--- src/twi_write_pkg.sv ---
/*
  Shared constants and types for the two-wire management write target.
  Assumes a 50 MHz system clock and an 8-bit memory address space.
*/
package twi_write_pkg;

  // Clock and internal write cycle timing
  localparam int unsigned CLOCK_PERIOD_NS = 20;
  localparam int unsigned INTERNAL_WRITE_CYCLE_TIME_NS = 10000000;
  // Least time, rounded up to whole cycles
  localparam int unsigned INTERNAL_WRITE_CYCLE_COUNT =
    (INTERNAL_WRITE_CYCLE_TIME_NS + CLOCK_PERIOD_NS - 1) / CLOCK_PERIOD_NS;

  // Bus addressing
  localparam logic [7:0] DEV_ADDR_WRITE   = 8'ha0;
  localparam logic [3:0] BITS_PER_BYTE    = 4'h8;
  localparam logic [2:0] MAX_SEQ_BYTES    = 3'h4;

  // Memory map: page and bank selection in lower memory
  localparam logic [7:0] BANK_SELECT_ADDR = 8'h7e;
  localparam logic [7:0] PAGE_SELECT_ADDR = 8'h7f;
  localparam logic [7:0] UPPER_BASE       = 8'h80;
  localparam logic [7:0] PAGE_LANE_ADVERT = 8'h06;
  localparam logic [7:0] PAGE_LANE_CTRL   = 8'h1a;
  localparam logic [7:0] LANES_PER_BANK   = 8'h08;

  // Values after reset
  localparam logic [7:0] PAGE_RESET       = 8'h00;
  localparam logic [7:0] BANK_RESET       = 8'h00;

  // Memory write word layout
  localparam int unsigned WORD_W          = 32;
  localparam int unsigned WORD_DATA_LSB   = 0;
  localparam int unsigned WORD_ADDR_LSB   = 8;
  localparam int unsigned WORD_PAGE_LSB   = 16;
  localparam int unsigned WORD_BANK_LSB   = 24;
  localparam int unsigned BUF_DEPTH       = 2;

  // Target states, one-hot
  typedef enum logic [5:0] {
    ST_IDLE   = 6'h01,
    ST_RECV   = 6'h02,
    ST_ACK    = 6'h04,
    ST_SKIP   = 6'h08,
    ST_COMMIT = 6'h10,
    ST_BUSY   = 6'h20
  } twi_state_type;

  // Which byte of the transaction is being received
  typedef enum logic [2:0] {
    STG_DEV  = 3'h1,
    STG_MEM  = 3'h2,
    STG_DATA = 3'h4
  } byte_stage_type;

endpackage

--- src/word_path_if.sv ---
/*
  Fill side of the memory write buffer: one word with valid and ready.
  Assumes both ends run on the same clock.
*/
`timescale 1ns/1ns
interface word_path_if;
  logic                              valid; // Word offered
  logic                              ready; // Buffer can take it
  logic [twi_write_pkg::WORD_W-1:0]  data;  // Packed write word

  // Producer of words
  modport feed (output valid, output data, input ready);
  // Buffer taking words
  modport take (input valid, input data, output ready);
endinterface

--- src/pin_sync.sv ---
/*
  Two-stage synchroniser for asynchronous pin levels.
  Assumes pins may change at any time relative to clock.
*/
`timescale 1ns/1ns
module pin_sync #(
  parameter int unsigned WIDTH = 2
) (
  // Clocking
  input  wire logic             clock,
  input  wire logic             reset,
  input  wire logic             ce,
  // Levels
  input  wire logic [WIDTH-1:0] pin_in,
  output logic      [WIDTH-1:0] pin_sync_r
);

  // Both stages in one state word
  typedef struct packed {
    logic [WIDTH-1:0] first;  // Only read by the second stage
    logic [WIDTH-1:0] second; // Stable copy
  } sync_type;

  sync_type r, n;

  // Next state: shift the pins through
  always_comb
  begin
    n        = r;
    n.first  = pin_in;
    n.second = r.first;
  end

  // Register, idle level of the bus is high
  always_ff @(posedge clock)
  begin
    if (reset)
      r <= '{first: '1, second: '1};
    else if (ce)
      r <= n;
  end

  assign pin_sync_r = r.second;

endmodule

--- src/word_buffer.sv ---
/*
  Small shift queue between write staging and internal memory.
  Assumes the drain side may hold ready low for any time.
*/
`timescale 1ns/1ns
module word_buffer #(
  parameter int unsigned WIDTH = twi_write_pkg::WORD_W,
  parameter int unsigned DEPTH = twi_write_pkg::BUF_DEPTH
) (
  // Clocking
  input  wire logic             clock,
  input  wire logic             reset,
  input  wire logic             ce,
  // Fill side
  word_path_if.take             fill,
  // Drain side
  output logic                  out_valid_r,
  input  wire logic             out_ready,
  output logic      [WIDTH-1:0] out_data_r
);

  // Entries and their valid flags; entry 0 is the head
  typedef struct packed {
    logic [DEPTH-1:0][WIDTH-1:0] entry;
    logic [DEPTH-1:0]            full;
  } queue_type;

  queue_type r, n;
  logic      pop;  // Head leaves this cycle
  logic      push; // Word enters this cycle

  assign pop  = r.full[0] & out_ready;
  assign push = fill.valid & ~r.full[DEPTH-1];

  // Shift down on pop, then place a new word in the first free slot
  always_comb
  begin
    n = r;
    if (pop)
    begin
      for (int i = 0; i < DEPTH - 1; i++)
      begin
        n.entry[i] = r.entry[i+1];
        n.full[i]  = r.full[i+1];
      end
      n.full[DEPTH-1] = 1'b0;
    end
    if (push)
    begin
      for (int i = DEPTH - 1; i >= 0; i--)
      begin
        // Lowest empty slot wins
        if (!n.full[i] && (i == 0 || n.full[i-1]))
        begin
          n.entry[i] = fill.data;
          n.full[i]  = 1'b1;
        end
      end
    end
  end

  // Register the queue
  always_ff @(posedge clock)
  begin
    if (reset)
      r <= '0;
    else if (ce)
      r <= n;
  end

  // Ready only while the last slot is free, stalls the producer
  assign fill.ready  = ~r.full[DEPTH-1];
  assign out_valid_r = r.full[0];
  assign out_data_r  = r.entry[0];

endmodule

--- src/mgmt_twi_sequential_write.sv ---
/*
  Two-wire management target, write path with sequential writes,
  timed internal write cycle, acknowledge polling and page/bank select.
  Assumes a host master drives the serial clock and never stretches it;
  the data pin is open drain and pulled high outside.
*/
`timescale 1ns/1ns
module mgmt_twi_sequential_write #(
  parameter int unsigned WRITE_CYCLES =
    twi_write_pkg::INTERNAL_WRITE_CYCLE_COUNT
) (
  // Clocking
  input  wire logic       clock,
  input  wire logic       reset,
  input  wire logic       ce,
  // Serial bus pins
  input  wire logic       scl_in,
  input  wire logic       sda_in,
  output logic            sda_out,
  output logic            sda_oe_n,
  // Internal memory write port
  output logic            mem_wr_valid,
  input  wire logic       mem_wr_ready,
  output logic      [7:0] mem_wr_bank,
  output logic      [7:0] mem_wr_page,
  output logic      [7:0] mem_wr_addr,
  output logic      [7:0] mem_wr_data,
  // Status
  output logic            write_busy,
  output logic      [7:0] page_select,
  output logic      [7:0] bank_select,
  output logic      [7:0] lane_base
);

  // Whole state of the target
  typedef struct packed {
    twi_write_pkg::twi_state_type  state;    // Bus state
    twi_write_pkg::byte_stage_type stage;    // Byte being received
    logic                          scl_p;    // Last stable clock
    logic                          sda_p;    // Last stable data
    logic [7:0]                    shift;    // Incoming bits
    logic [3:0]                    bitcnt;   // Bits of this byte
    logic [7:0]                    addr;     // Start memory address
    logic [2:0]                    cnt;      // Staged byte count
    logic [1:0]                    idx;      // Commit index
    logic [3:0][7:0]               stash;    // Staged data bytes
    logic [31:0]                   timer;    // Write cycle timer
    logic [7:0]                    page;     // Selected upper page
    logic [7:0]                    bank;     // Selected lane bank
    logic [7:0]                    lane_base; // First lane of bank
    logic                          busy;     // Write in progress
    logic                          sda_oe_n; // Low while pulling
    logic                          sda_out;  // Driven level
  } core_type;

  core_type    r, n;
  logic [1:0]  pins_s;    // Synchronised clock and data
  logic        scl_s;     // Stable clock level
  logic        sda_s;     // Stable data level
  logic        start_ev;  // START seen
  logic        stop_ev;   // STOP seen
  logic        scl_rise;  // Clock rising
  logic        scl_fall;  // Clock falling
  logic [7:0]  wr_addr;   // Address of word being committed
  logic [7:0]  wr_data;   // Data of word being committed
  logic        wr_upper;  // Word lands in upper memory
  logic [31:0] buf_word;  // Buffer head word

  word_path_if wpath ();

  // Pin synchroniser
  pin_sync #(
    .WIDTH      (2)
  ) u_sync (
    .clock      (clock),
    .reset      (reset),
    .ce         (ce),
    .pin_in     ({scl_in, sda_in}),
    .pin_sync_r (pins_s)
  );

  // Write buffer towards internal memory
  word_buffer #(
    .WIDTH       (twi_write_pkg::WORD_W),
    .DEPTH       (twi_write_pkg::BUF_DEPTH)
  ) u_buffer (
    .clock       (clock),
    .reset       (reset),
    .ce          (ce),
    .fill        (wpath.take),
    .out_valid_r (mem_wr_valid),
    .out_ready   (mem_wr_ready),
    .out_data_r  (buf_word)
  );

  assign scl_s = pins_s[1];
  assign sda_s = pins_s[0];

  // Bus conditions from stable levels
  assign start_ev = scl_s & r.scl_p & r.sda_p & ~sda_s;
  assign stop_ev  = scl_s & r.scl_p & ~r.sda_p & sda_s;
  assign scl_rise = scl_s & ~r.scl_p;
  assign scl_fall = ~scl_s & r.scl_p;

  assign wr_addr  = r.addr + {6'h0, r.idx};
  assign wr_data  = r.stash[r.idx];
  assign wr_upper = wr_addr >= twi_write_pkg::UPPER_BASE;

  // Word for the buffer: bank, page, address, data
  always_comb
  begin
    wpath.valid = (r.state == twi_write_pkg::ST_COMMIT);
    wpath.data  = '0;
    wpath.data[twi_write_pkg::WORD_DATA_LSB +: 8] = wr_data;
    wpath.data[twi_write_pkg::WORD_ADDR_LSB +: 8] = wr_addr;
    if (wr_upper)
      wpath.data[twi_write_pkg::WORD_PAGE_LSB +: 8] = r.page;
    if (wr_upper && r.page == twi_write_pkg::PAGE_LANE_CTRL)
      wpath.data[twi_write_pkg::WORD_BANK_LSB +: 8] = r.bank;
  end

  // Next state of the target
  always_comb
  begin
    n       = r;
    n.scl_p = scl_s;
    n.sda_p = sda_s;
    unique case (r.state)
      // Push staged bytes one per cycle, buffer stalls us
      twi_write_pkg::ST_COMMIT:
      begin
        if (wpath.ready)
        begin
          if (!wr_upper && wr_addr == twi_write_pkg::PAGE_SELECT_ADDR)
            n.page = wr_data;
          if (!wr_upper && wr_addr == twi_write_pkg::BANK_SELECT_ADDR)
          begin
            n.bank      = wr_data;
            n.lane_base = 8'(wr_data * twi_write_pkg::LANES_PER_BANK);
          end
          n.idx = r.idx + 2'h1;
          if ({1'b0, r.idx} == 3'(r.cnt - 3'h1))
          begin
            n.state = twi_write_pkg::ST_BUSY;
            n.timer = '0;
          end
        end
      end
      // pins not looked at while timing
      twi_write_pkg::ST_BUSY:
      begin
        n.timer = r.timer + 32'h1;
        if (r.timer >= 32'(WRITE_CYCLES - 1) && !mem_wr_valid)
        begin
          n.state = twi_write_pkg::ST_IDLE;
          n.busy  = 1'b0;
        end
      end
      // Bus facing states
      twi_write_pkg::ST_IDLE, twi_write_pkg::ST_RECV,
      twi_write_pkg::ST_ACK, twi_write_pkg::ST_SKIP:
      begin
        if (start_ev)
        begin
          n.state    = twi_write_pkg::ST_RECV;
          n.stage    = twi_write_pkg::STG_DEV;
          n.bitcnt   = 4'h0;
          n.cnt      = 3'h0;
          n.sda_oe_n = 1'b1;
        end
        else if (stop_ev)
        begin
          n.sda_oe_n = 1'b1;
          if (r.state != twi_write_pkg::ST_IDLE && r.cnt != 3'h0)
          begin
            n.state = twi_write_pkg::ST_COMMIT;
            n.idx   = 2'h0;
            n.busy  = 1'b1;
          end
          else
            n.state = twi_write_pkg::ST_IDLE;
        end
        else if (r.state == twi_write_pkg::ST_RECV)
        begin
          if (scl_rise)
          begin
            // Sample data on rising clock
            n.shift  = {r.shift[6:0], sda_s};
            n.bitcnt = r.bitcnt + 4'h1;
          end
          else if (scl_fall && r.bitcnt == twi_write_pkg::BITS_PER_BYTE)
          begin
            // Byte complete, decide acknowledge
            n.bitcnt = 4'h0;
            unique case (r.stage)
              twi_write_pkg::STG_DEV:
              begin
                if (r.shift == twi_write_pkg::DEV_ADDR_WRITE)
                begin
                  n.state    = twi_write_pkg::ST_ACK;
                  n.stage    = twi_write_pkg::STG_MEM;
                  n.sda_oe_n = 1'b0;
                end
                else
                  // Not ours or a read, stay off the bus
                  n.state = twi_write_pkg::ST_SKIP;
              end
              twi_write_pkg::STG_MEM:
              begin
                n.addr     = r.shift;
                n.state    = twi_write_pkg::ST_ACK;
                n.stage    = twi_write_pkg::STG_DATA;
                n.sda_oe_n = 1'b0;
              end
              twi_write_pkg::STG_DATA:
              begin
                if (r.cnt < twi_write_pkg::MAX_SEQ_BYTES)
                begin
                  n.stash[r.cnt[1:0]] = r.shift;
                  n.cnt               = r.cnt + 3'h1;
                  n.state             = twi_write_pkg::ST_ACK;
                  n.sda_oe_n          = 1'b0;
                end
                else
                  n.state = twi_write_pkg::ST_SKIP;
              end
              default:
                n.state = twi_write_pkg::ST_SKIP;
            endcase
          end
        end
        else if (r.state == twi_write_pkg::ST_ACK && scl_fall)
        begin
          // Release after the acknowledge clock
          n.sda_oe_n = 1'b1;
          n.state    = twi_write_pkg::ST_RECV;
        end
      end
      default:
        n.state = twi_write_pkg::ST_IDLE;
    endcase
  end

  // Register the whole state
  always_ff @(posedge clock)
  begin
    if (reset)
    begin
      r           <= '0;
      r.state     <= twi_write_pkg::ST_IDLE;
      r.stage     <= twi_write_pkg::STG_DEV;
      r.scl_p     <= 1'b1;
      r.sda_p     <= 1'b1;
      r.page      <= twi_write_pkg::PAGE_RESET;
      r.bank      <= twi_write_pkg::BANK_RESET;
      r.sda_oe_n  <= 1'b1;
    end
    else if (ce)
      r <= n;
  end

  // Outputs straight from flip-flops
  assign sda_out     = r.sda_out;
  assign sda_oe_n    = r.sda_oe_n;
  assign write_busy  = r.busy;
  assign page_select = r.page;
  assign bank_select = r.bank;
  assign lane_base   = r.lane_base;
  assign mem_wr_bank = buf_word[twi_write_pkg::WORD_BANK_LSB +: 8];
  assign mem_wr_page = buf_word[twi_write_pkg::WORD_PAGE_LSB +: 8];
  assign mem_wr_addr = buf_word[twi_write_pkg::WORD_ADDR_LSB +: 8];
  assign mem_wr_data = buf_word[twi_write_pkg::WORD_DATA_LSB +: 8];

endmodule

--- config.mk ---
export PLATFORM = sky130hd
export DESIGN_NAME = mgmt_twi_sequential_write
export DESIGN_NICKNAME = d
export VERILOG_FILES = /design/src/twi_write_pkg.sv /design/src/word_path_if.sv /design/src/pin_sync.sv /design/src/word_buffer.sv /design/src/mgmt_twi_sequential_write.sv
export SDC_FILE = /design/constraint.sdc
export NUM_CORES = 1
export LEC_CHECK = 0
export BUFFER_PORTS_ARGS = -buffer_cell sky130_fd_sc_hd__buf_2
export CELL_PAD_IN_SITES_DETAIL_PLACEMENT = 0
export CELL_PAD_IN_SITES_GLOBAL_PLACEMENT = 1
export CORE_MARGIN = 2
export CORE_UTILIZATION = 50
export DETAILED_ROUTE_END_ITERATION = 10
export PLACE_DENSITY = 0.95
export SYNTH_ARGS = -nofsm -noshare
export SYNTH_HDL_FRONTEND = slang
export SYNTH_SLANG_ARGS = --single-unit
--- constraint.sdc ---
create_clock -name clock -period 7.3 [get_ports clock]
set_input_delay 0.73 -clock clock [delete_from_list [all_inputs] [get_ports clock]]
set_output_delay 0.73 -clock clock [all_outputs]
set_load 0.02 [all_outputs]
======== After elaboration in Yosys (flattened, before gate mapping) ========
Index checks and enable logic that the tools add are counted.
W data, S select, Z words.
storage, ports and cells
  bits in registers ....................... 193
  bits in latches ......................... 0
  RAM bits ................................ 0
  memory bits (read-only) ................. 0
  input port bits ......................... 6
  output and inout bits ................... 60
  logic and storage cells ................. 193
  memories kept ........................... 0
cells by class
  add/subtract/negate cells ............... 6
  multiply operators ...................... 0
  div/mod/pow operators ................... 0
  order comparisons ....................... 6
  equality and inequality tests ........... 33
  shift-type cells ........................ 0
  multiplexer cells ....................... 69
  bitwise gates (word level) .............. 17
  reductions and logical operators ........ 38
operators with widths
  operator                 count
  $mux W32                 8
  $mux W34                 3
  $pmux W32 S2             1
  $mux W56                 1
  $mux W8                  6
  $mux W15                 3
  $mux W6                  6
  $pmux W6 S3              2
  $add A32 B1 Y32 const B  1
  $bwmux W32               1
  $ge A32 B19 Y1 const B   1
  $reduce_and A8 Y1        4
  $mux W9                  3
  $ne A5 B5 Y1 const B     5
  $mux W3                  6
  $reduce_and A6 Y1        3
  $bmux W8 S2              1
  $demux W8 S2             1
  $eq A8 B7 Y1 const B     2
  $mux W16                 1
  $mux W4                  4
  $ne A2 B2 Y1 const B     8
  $reduce_bool A2 Y1       7
  $mux W1                  13
  46 further kinds         78

======== Longest topological paths before layout ========
  depth after elaboration ................. 13
  gate-level depth with buffers ........... 9
  gate-level depth less buffers ........... 8

======== Cells and area by module ========
A second synthesis with hierarchy kept.
unflattened totals
  cells, all modules ...................... 1097
  area, all modules ....................... 9471.6 µm²
modules (own cells, without submodules)
  module                     instances  cells an instance  area each (µm²)  seq. area each (µm²)
  mgmt_twi_sequential_write  1          715                6090.8           2362.3
  word_buffer                1          370                3240.6           1321.3
  pin_sync                   1          12                 140.1            80.1

======== Worst setup path before layout ========
OpenSTA, ideal clock, no wires.
  kind .................................... reg-to-reg
  start ................................... reg r[92] (netlist bit)
  end ..................................... reg u_buffer.r[58] (netlist bit)
  library setup time ...................... 0.059 ns
  arrival ................................. 2.239 ns
  data required time ...................... 7.241 ns
  path slack .............................. 5.001 ns
  cell stages (with the launch flop) ...... 8
  buffers on the path ..................... 1
  period minus slack after synthesis ...... 2.299 ns
  cells stage by stage .................... dfxtp_1 > ha_1 > a21oi_1 > or4_1 > a211oi_2 > and2_1 > clkbuf_1 > a22o_1
between the ends
  cells in the longest elaborated chain, start to end .. 4
RTL lines
  what                    line                              source
  start, declared         mgmt_twi_sequential_write.sv:56   core_type r, n;
  start signal, assigned  mgmt_twi_sequential_write.sv:259  r <= n;
  $add A8 B2 Y8           mgmt_twi_sequential_write.sv:105  assign wr_addr = r.addr + {6'h0, r.idx};
  $ge A8 B8 Y1            mgmt_twi_sequential_write.sv:107  assign wr_upper = wr_addr >= twi_write_pkg::UPPER_BASE;
  $logic_and A1 B1 Y1     mgmt_twi_sequential_write.sv:118  if (wr_upper && r.page == twi_write_pkg::PAGE_LANE_CTRL)
  $mux W8                 mgmt_twi_sequential_write.sv:118
  end signal, assigned    word_buffer.sv:68                 r <= n;
  end, declared           word_buffer.sv:28                 queue_type r, n;
Every way passes these cells.
A chain may end at the register's enable or synchronous reset.

======== Final worst setup path ========
  start ................................... reg r[91] (netlist bit)
  end ..................................... reg u_buffer.r[64] (netlist bit)
Same word-level chain as after synthesis.

==> results.sh <==
export IMPL_finalWirelength_um=21100
export IMPL_clockRootBuffer="clkbuf_16"
export IMPL_numPortBuffers=61
export IMPL_slowest_stage="dfxtp_1"
export IMPL_finalNonFillerCells=1287
export IMPL_grt_max_degree=84
export IMPL_start_util_pct=51.3
export IMPL_rsz0062_at_grt="false"
export IMPL_die_h_um=140
export IMPL_crit_path_cell_trace="ha_1 > a21oi_1 > or4_1 > a211oi_2 > and2_1 > a22o_1"
export IMPL_ant_nets=0
export IMPL_multi_input_area_um2=4710
export IMPL_crit_path_end_kind="flip-flop"
export IMPL_grt_antenna_before_repair=0
export IMPL_htreeDepth=4
export IMPL_power_density_nw_per_um2=208
export IMPL_grt_use_total_pct=21.7
export IMPL_io_pins=66
export IMPL_synthFlopType="dfxtp_1"
export IMPL_stdcell_area_um2=9740
export IMPL_fin_ws_ps=4220
export IMPL_cts_buffer_depth=2
export IMPL_hold_path_class="flip-flop to flip-flop"
export IMPL_synthCells=1080
export IMPL_dieArea_um2=19600
export IMPL_ys_async_sr_fraction_pct=0
export IMPL_dp_cells=1255
export IMPL_dp_slack_ps=3950
export IMPL_clock_sinks=188
export IMPL_fin_crit_sh_pct=42.1
export IMPL_dpl_cell_area_um2=9200
export IMPL_critPathKind="flip-flop to flip-flop"
export IMPL_viasPerCell=5.85
export IMPL_fin_crit_ps=3080
export IMPL_routedWlPerCell_um=16.4
export IMPL_static_leakage_power_nw=3.46
export IMPL_slew_violations=0
export IMPL_grt_pass1_vias=6979
export IMPL_critPathArrivalTime_ps=3460
export IMPL_crit_path_start_kind="flip-flop"
export IMPL_dpl_hpwl_um=14000
export IMPL_max_freq_mhz=325
export IMPL_fin_nets=1062
export IMPL_cts_resized=0
export IMPL_maxCapViolations=0
export IMPL_synth_edf_count=0
export IMPL_drtPass1Iterations=5
export IMPL_yosysWarnings=0
export IMPL_setup_viol=0
export IMPL_numCtsBuffers=17
export IMPL_fp_dieW_um=140
export IMPL_maxSlewHeadroom_pct=25.0
export IMPL_finalSetupTns_ps=0
export IMPL_max_stage_delay_ps=880
export IMPL_path_clk_slew_ps=70
export IMPL_drc_errors=0
export IMPL_critPathBufInv=0
export IMPL_syn_area_per_cell_um2=8.56
export IMPL_rows=49
export IMPL_hold_violations=0
export IMPL_dr_total_vias=7533
export IMPL_crit_required_ps=7680
export IMPL_gp_congestion=0.835
export IMPL_cts_tree="built"
export IMPL_drt_iter0_drc=721
export IMPL_worst_ir_drop_vdd_mv=0.153
export IMPL_grt_pass1_wl_um=35200
export IMPL_post_cts_setup_buffers=0
export IMPL_cts_hold_buffers=0
export IMPL_fin_skew_ps=11.1
export IMPL_gr_total_overflow=0
export IMPL_mostFrequentLayoutCells="dfxtp_1, nand2_1, a21oi_1"
export IMPL_ys_ff_latch=188
export IMPL_p_total_w=0.00202
export IMPL_syn2layout_area_growth_pct=5.39
export IMPL_status="completed"
export IMPL_tightest_slew_ps=1120
export IMPL_seq_area_um2=3760
export IMPL_ys_seq_area_share_pct=40.7
export IMPL_crit_fanout=15
export IMPL_fill_cells=1678
export IMPL_critPathTopFamily="simple AND/OR/NAND/NOR gates"
export IMPL_final_layout_size_suffix_gt1_share_pct=11.3
export IMPL_clkLatencyLatePin_ps=430
export IMPL_mostFrequentLayoutCell="dfxtp_1"
export IMPL_ys_types=67
export IMPL_netlist_area_um2=9240
export IMPL_diodes=0
export IMPL_coreArea_um2=18000
==> worst register-to-register path: cells and delay by family, from the launching register on <==
kind,cells,cell delay (ps)
flip-flops,1,880
AO/OA/AOI/OAI,3,880
AND/OR/NAND/NOR,2,950
adder cells (fa/ha/maj),1,310
==> final cells by class <==
class | count | area share [%]
clock buffer | 22 | 4.66
clock inverter | 10 | 0.835
inverter | 23 | 0.887
multi-input combinational | 747 | 48.3
sequential | 188 | 38.6
tap | 229 | 2.94
timing repair buffer | 68 | 3.70
==> synth_stat cells, types with 4 or more instances <==
cell type	number	area [µm²]
nand4_1	13	81.3
ha_1	10	125
buf_1	4	15.0
a21oi_1	92	460
a211oi_1	18	135
or4_1	23	173
clkbuf_1	56	210
mux4_2	8	180
nand2_1	136	510
nor4_1	7	43.8
and4_1	4	35.0
buf_2	6	30.0
nand3_1	40	200
o21a_1	4	30.0
o21ai_0	49	245
a22o_1	9	78.8
nor2_1	81	304
nor4b_1	5	43.8
mux2i_1	66	661
a221oi_1	8	70.1
or3_1	30	188
nor3_1	11	55.1
o31ai_1	14	105
buf_4	58	435
a31oi_1	11	68.8
inv_1	22	82.6
dfxtp_1	188	3760
xnor2_1	5	43.8
o211ai_1	18	135
nor3_4	4	65.1
a211o_1	4	35.0
nor2b_1	14	87.6
xor2_1	5	43.8
nand2b_1	7	43.8
==> per-stage QoR <==
stage               hold WS, ps  utilization (%)
floorplan                   432                -
global placement            437             51.1
detailed placement          442             51.1
CTS                         452             54.0
global route                467             54.0
finish                      452             54.0
==> kinds of logic (layout without fill, tap and decap cells) <==
| group | after synthesis | after routing | synth area share (%) |
|---|---|---|---|
| and+or+nand+nor | 398 | 398 | 22.1 |
| AOI/OAI and AO/OA | 248 | 248 | 16.8 |
| DFF | 188 | 188 | 40.7 |
| buffers and inverters | 148 | 123 | 8.53 |
| muxes | 76 | 76 | 9.34 |
| adders and majority gates | 11 | 11 | 1.57 |
| xor gates and xnor gates | 10 | 10 | 0.948 |
| other | 1 | 4 | 0.0406 |
==> path summary, 6_finish.rpt <==
path / start / endpoint / slack, ps / cells past startpoint
setup / recovery: r[91]$_SDFFE_PP0P_ / u_buffer.r[64]$_SDFFE_PP0P_ / 4220 / 6
hold reg to reg: u_buffer.r[35]$_SDFFE_PP0P_ / u_buffer.r[35]$_SDFFE_PP0P_ / 450 / 2
hold / removal: u_buffer.r[35]$_SDFFE_PP0P_ / u_buffer.r[35]$_SDFFE_PP0P_ / 450 / 2
setup reg to reg: r[91]$_SDFFE_PP0P_ / u_buffer.r[64]$_SDFFE_PP0P_ / 4220 / 6
==> where the power goes <==
group / switching, W / internal, W
sequential: 0.0000131 / 0.00103
clock: 0.000406 / 0.000451
combinational: 0.0000832 / 0.0000356
total: 0.000502 / 0.00152
==> per-layer routing <==
metal  GRT usage, %  vias to the layer above  routed length (µm)
met2           34.4                      170                9600
met3           3.97                       21                 840
li1               -                     3756                   -
met4           6.16                        0                 264
met1           30.5                     3586               10400
met5              0                        -                   0
No activity file was read; power rests on OpenSTA's default activity.
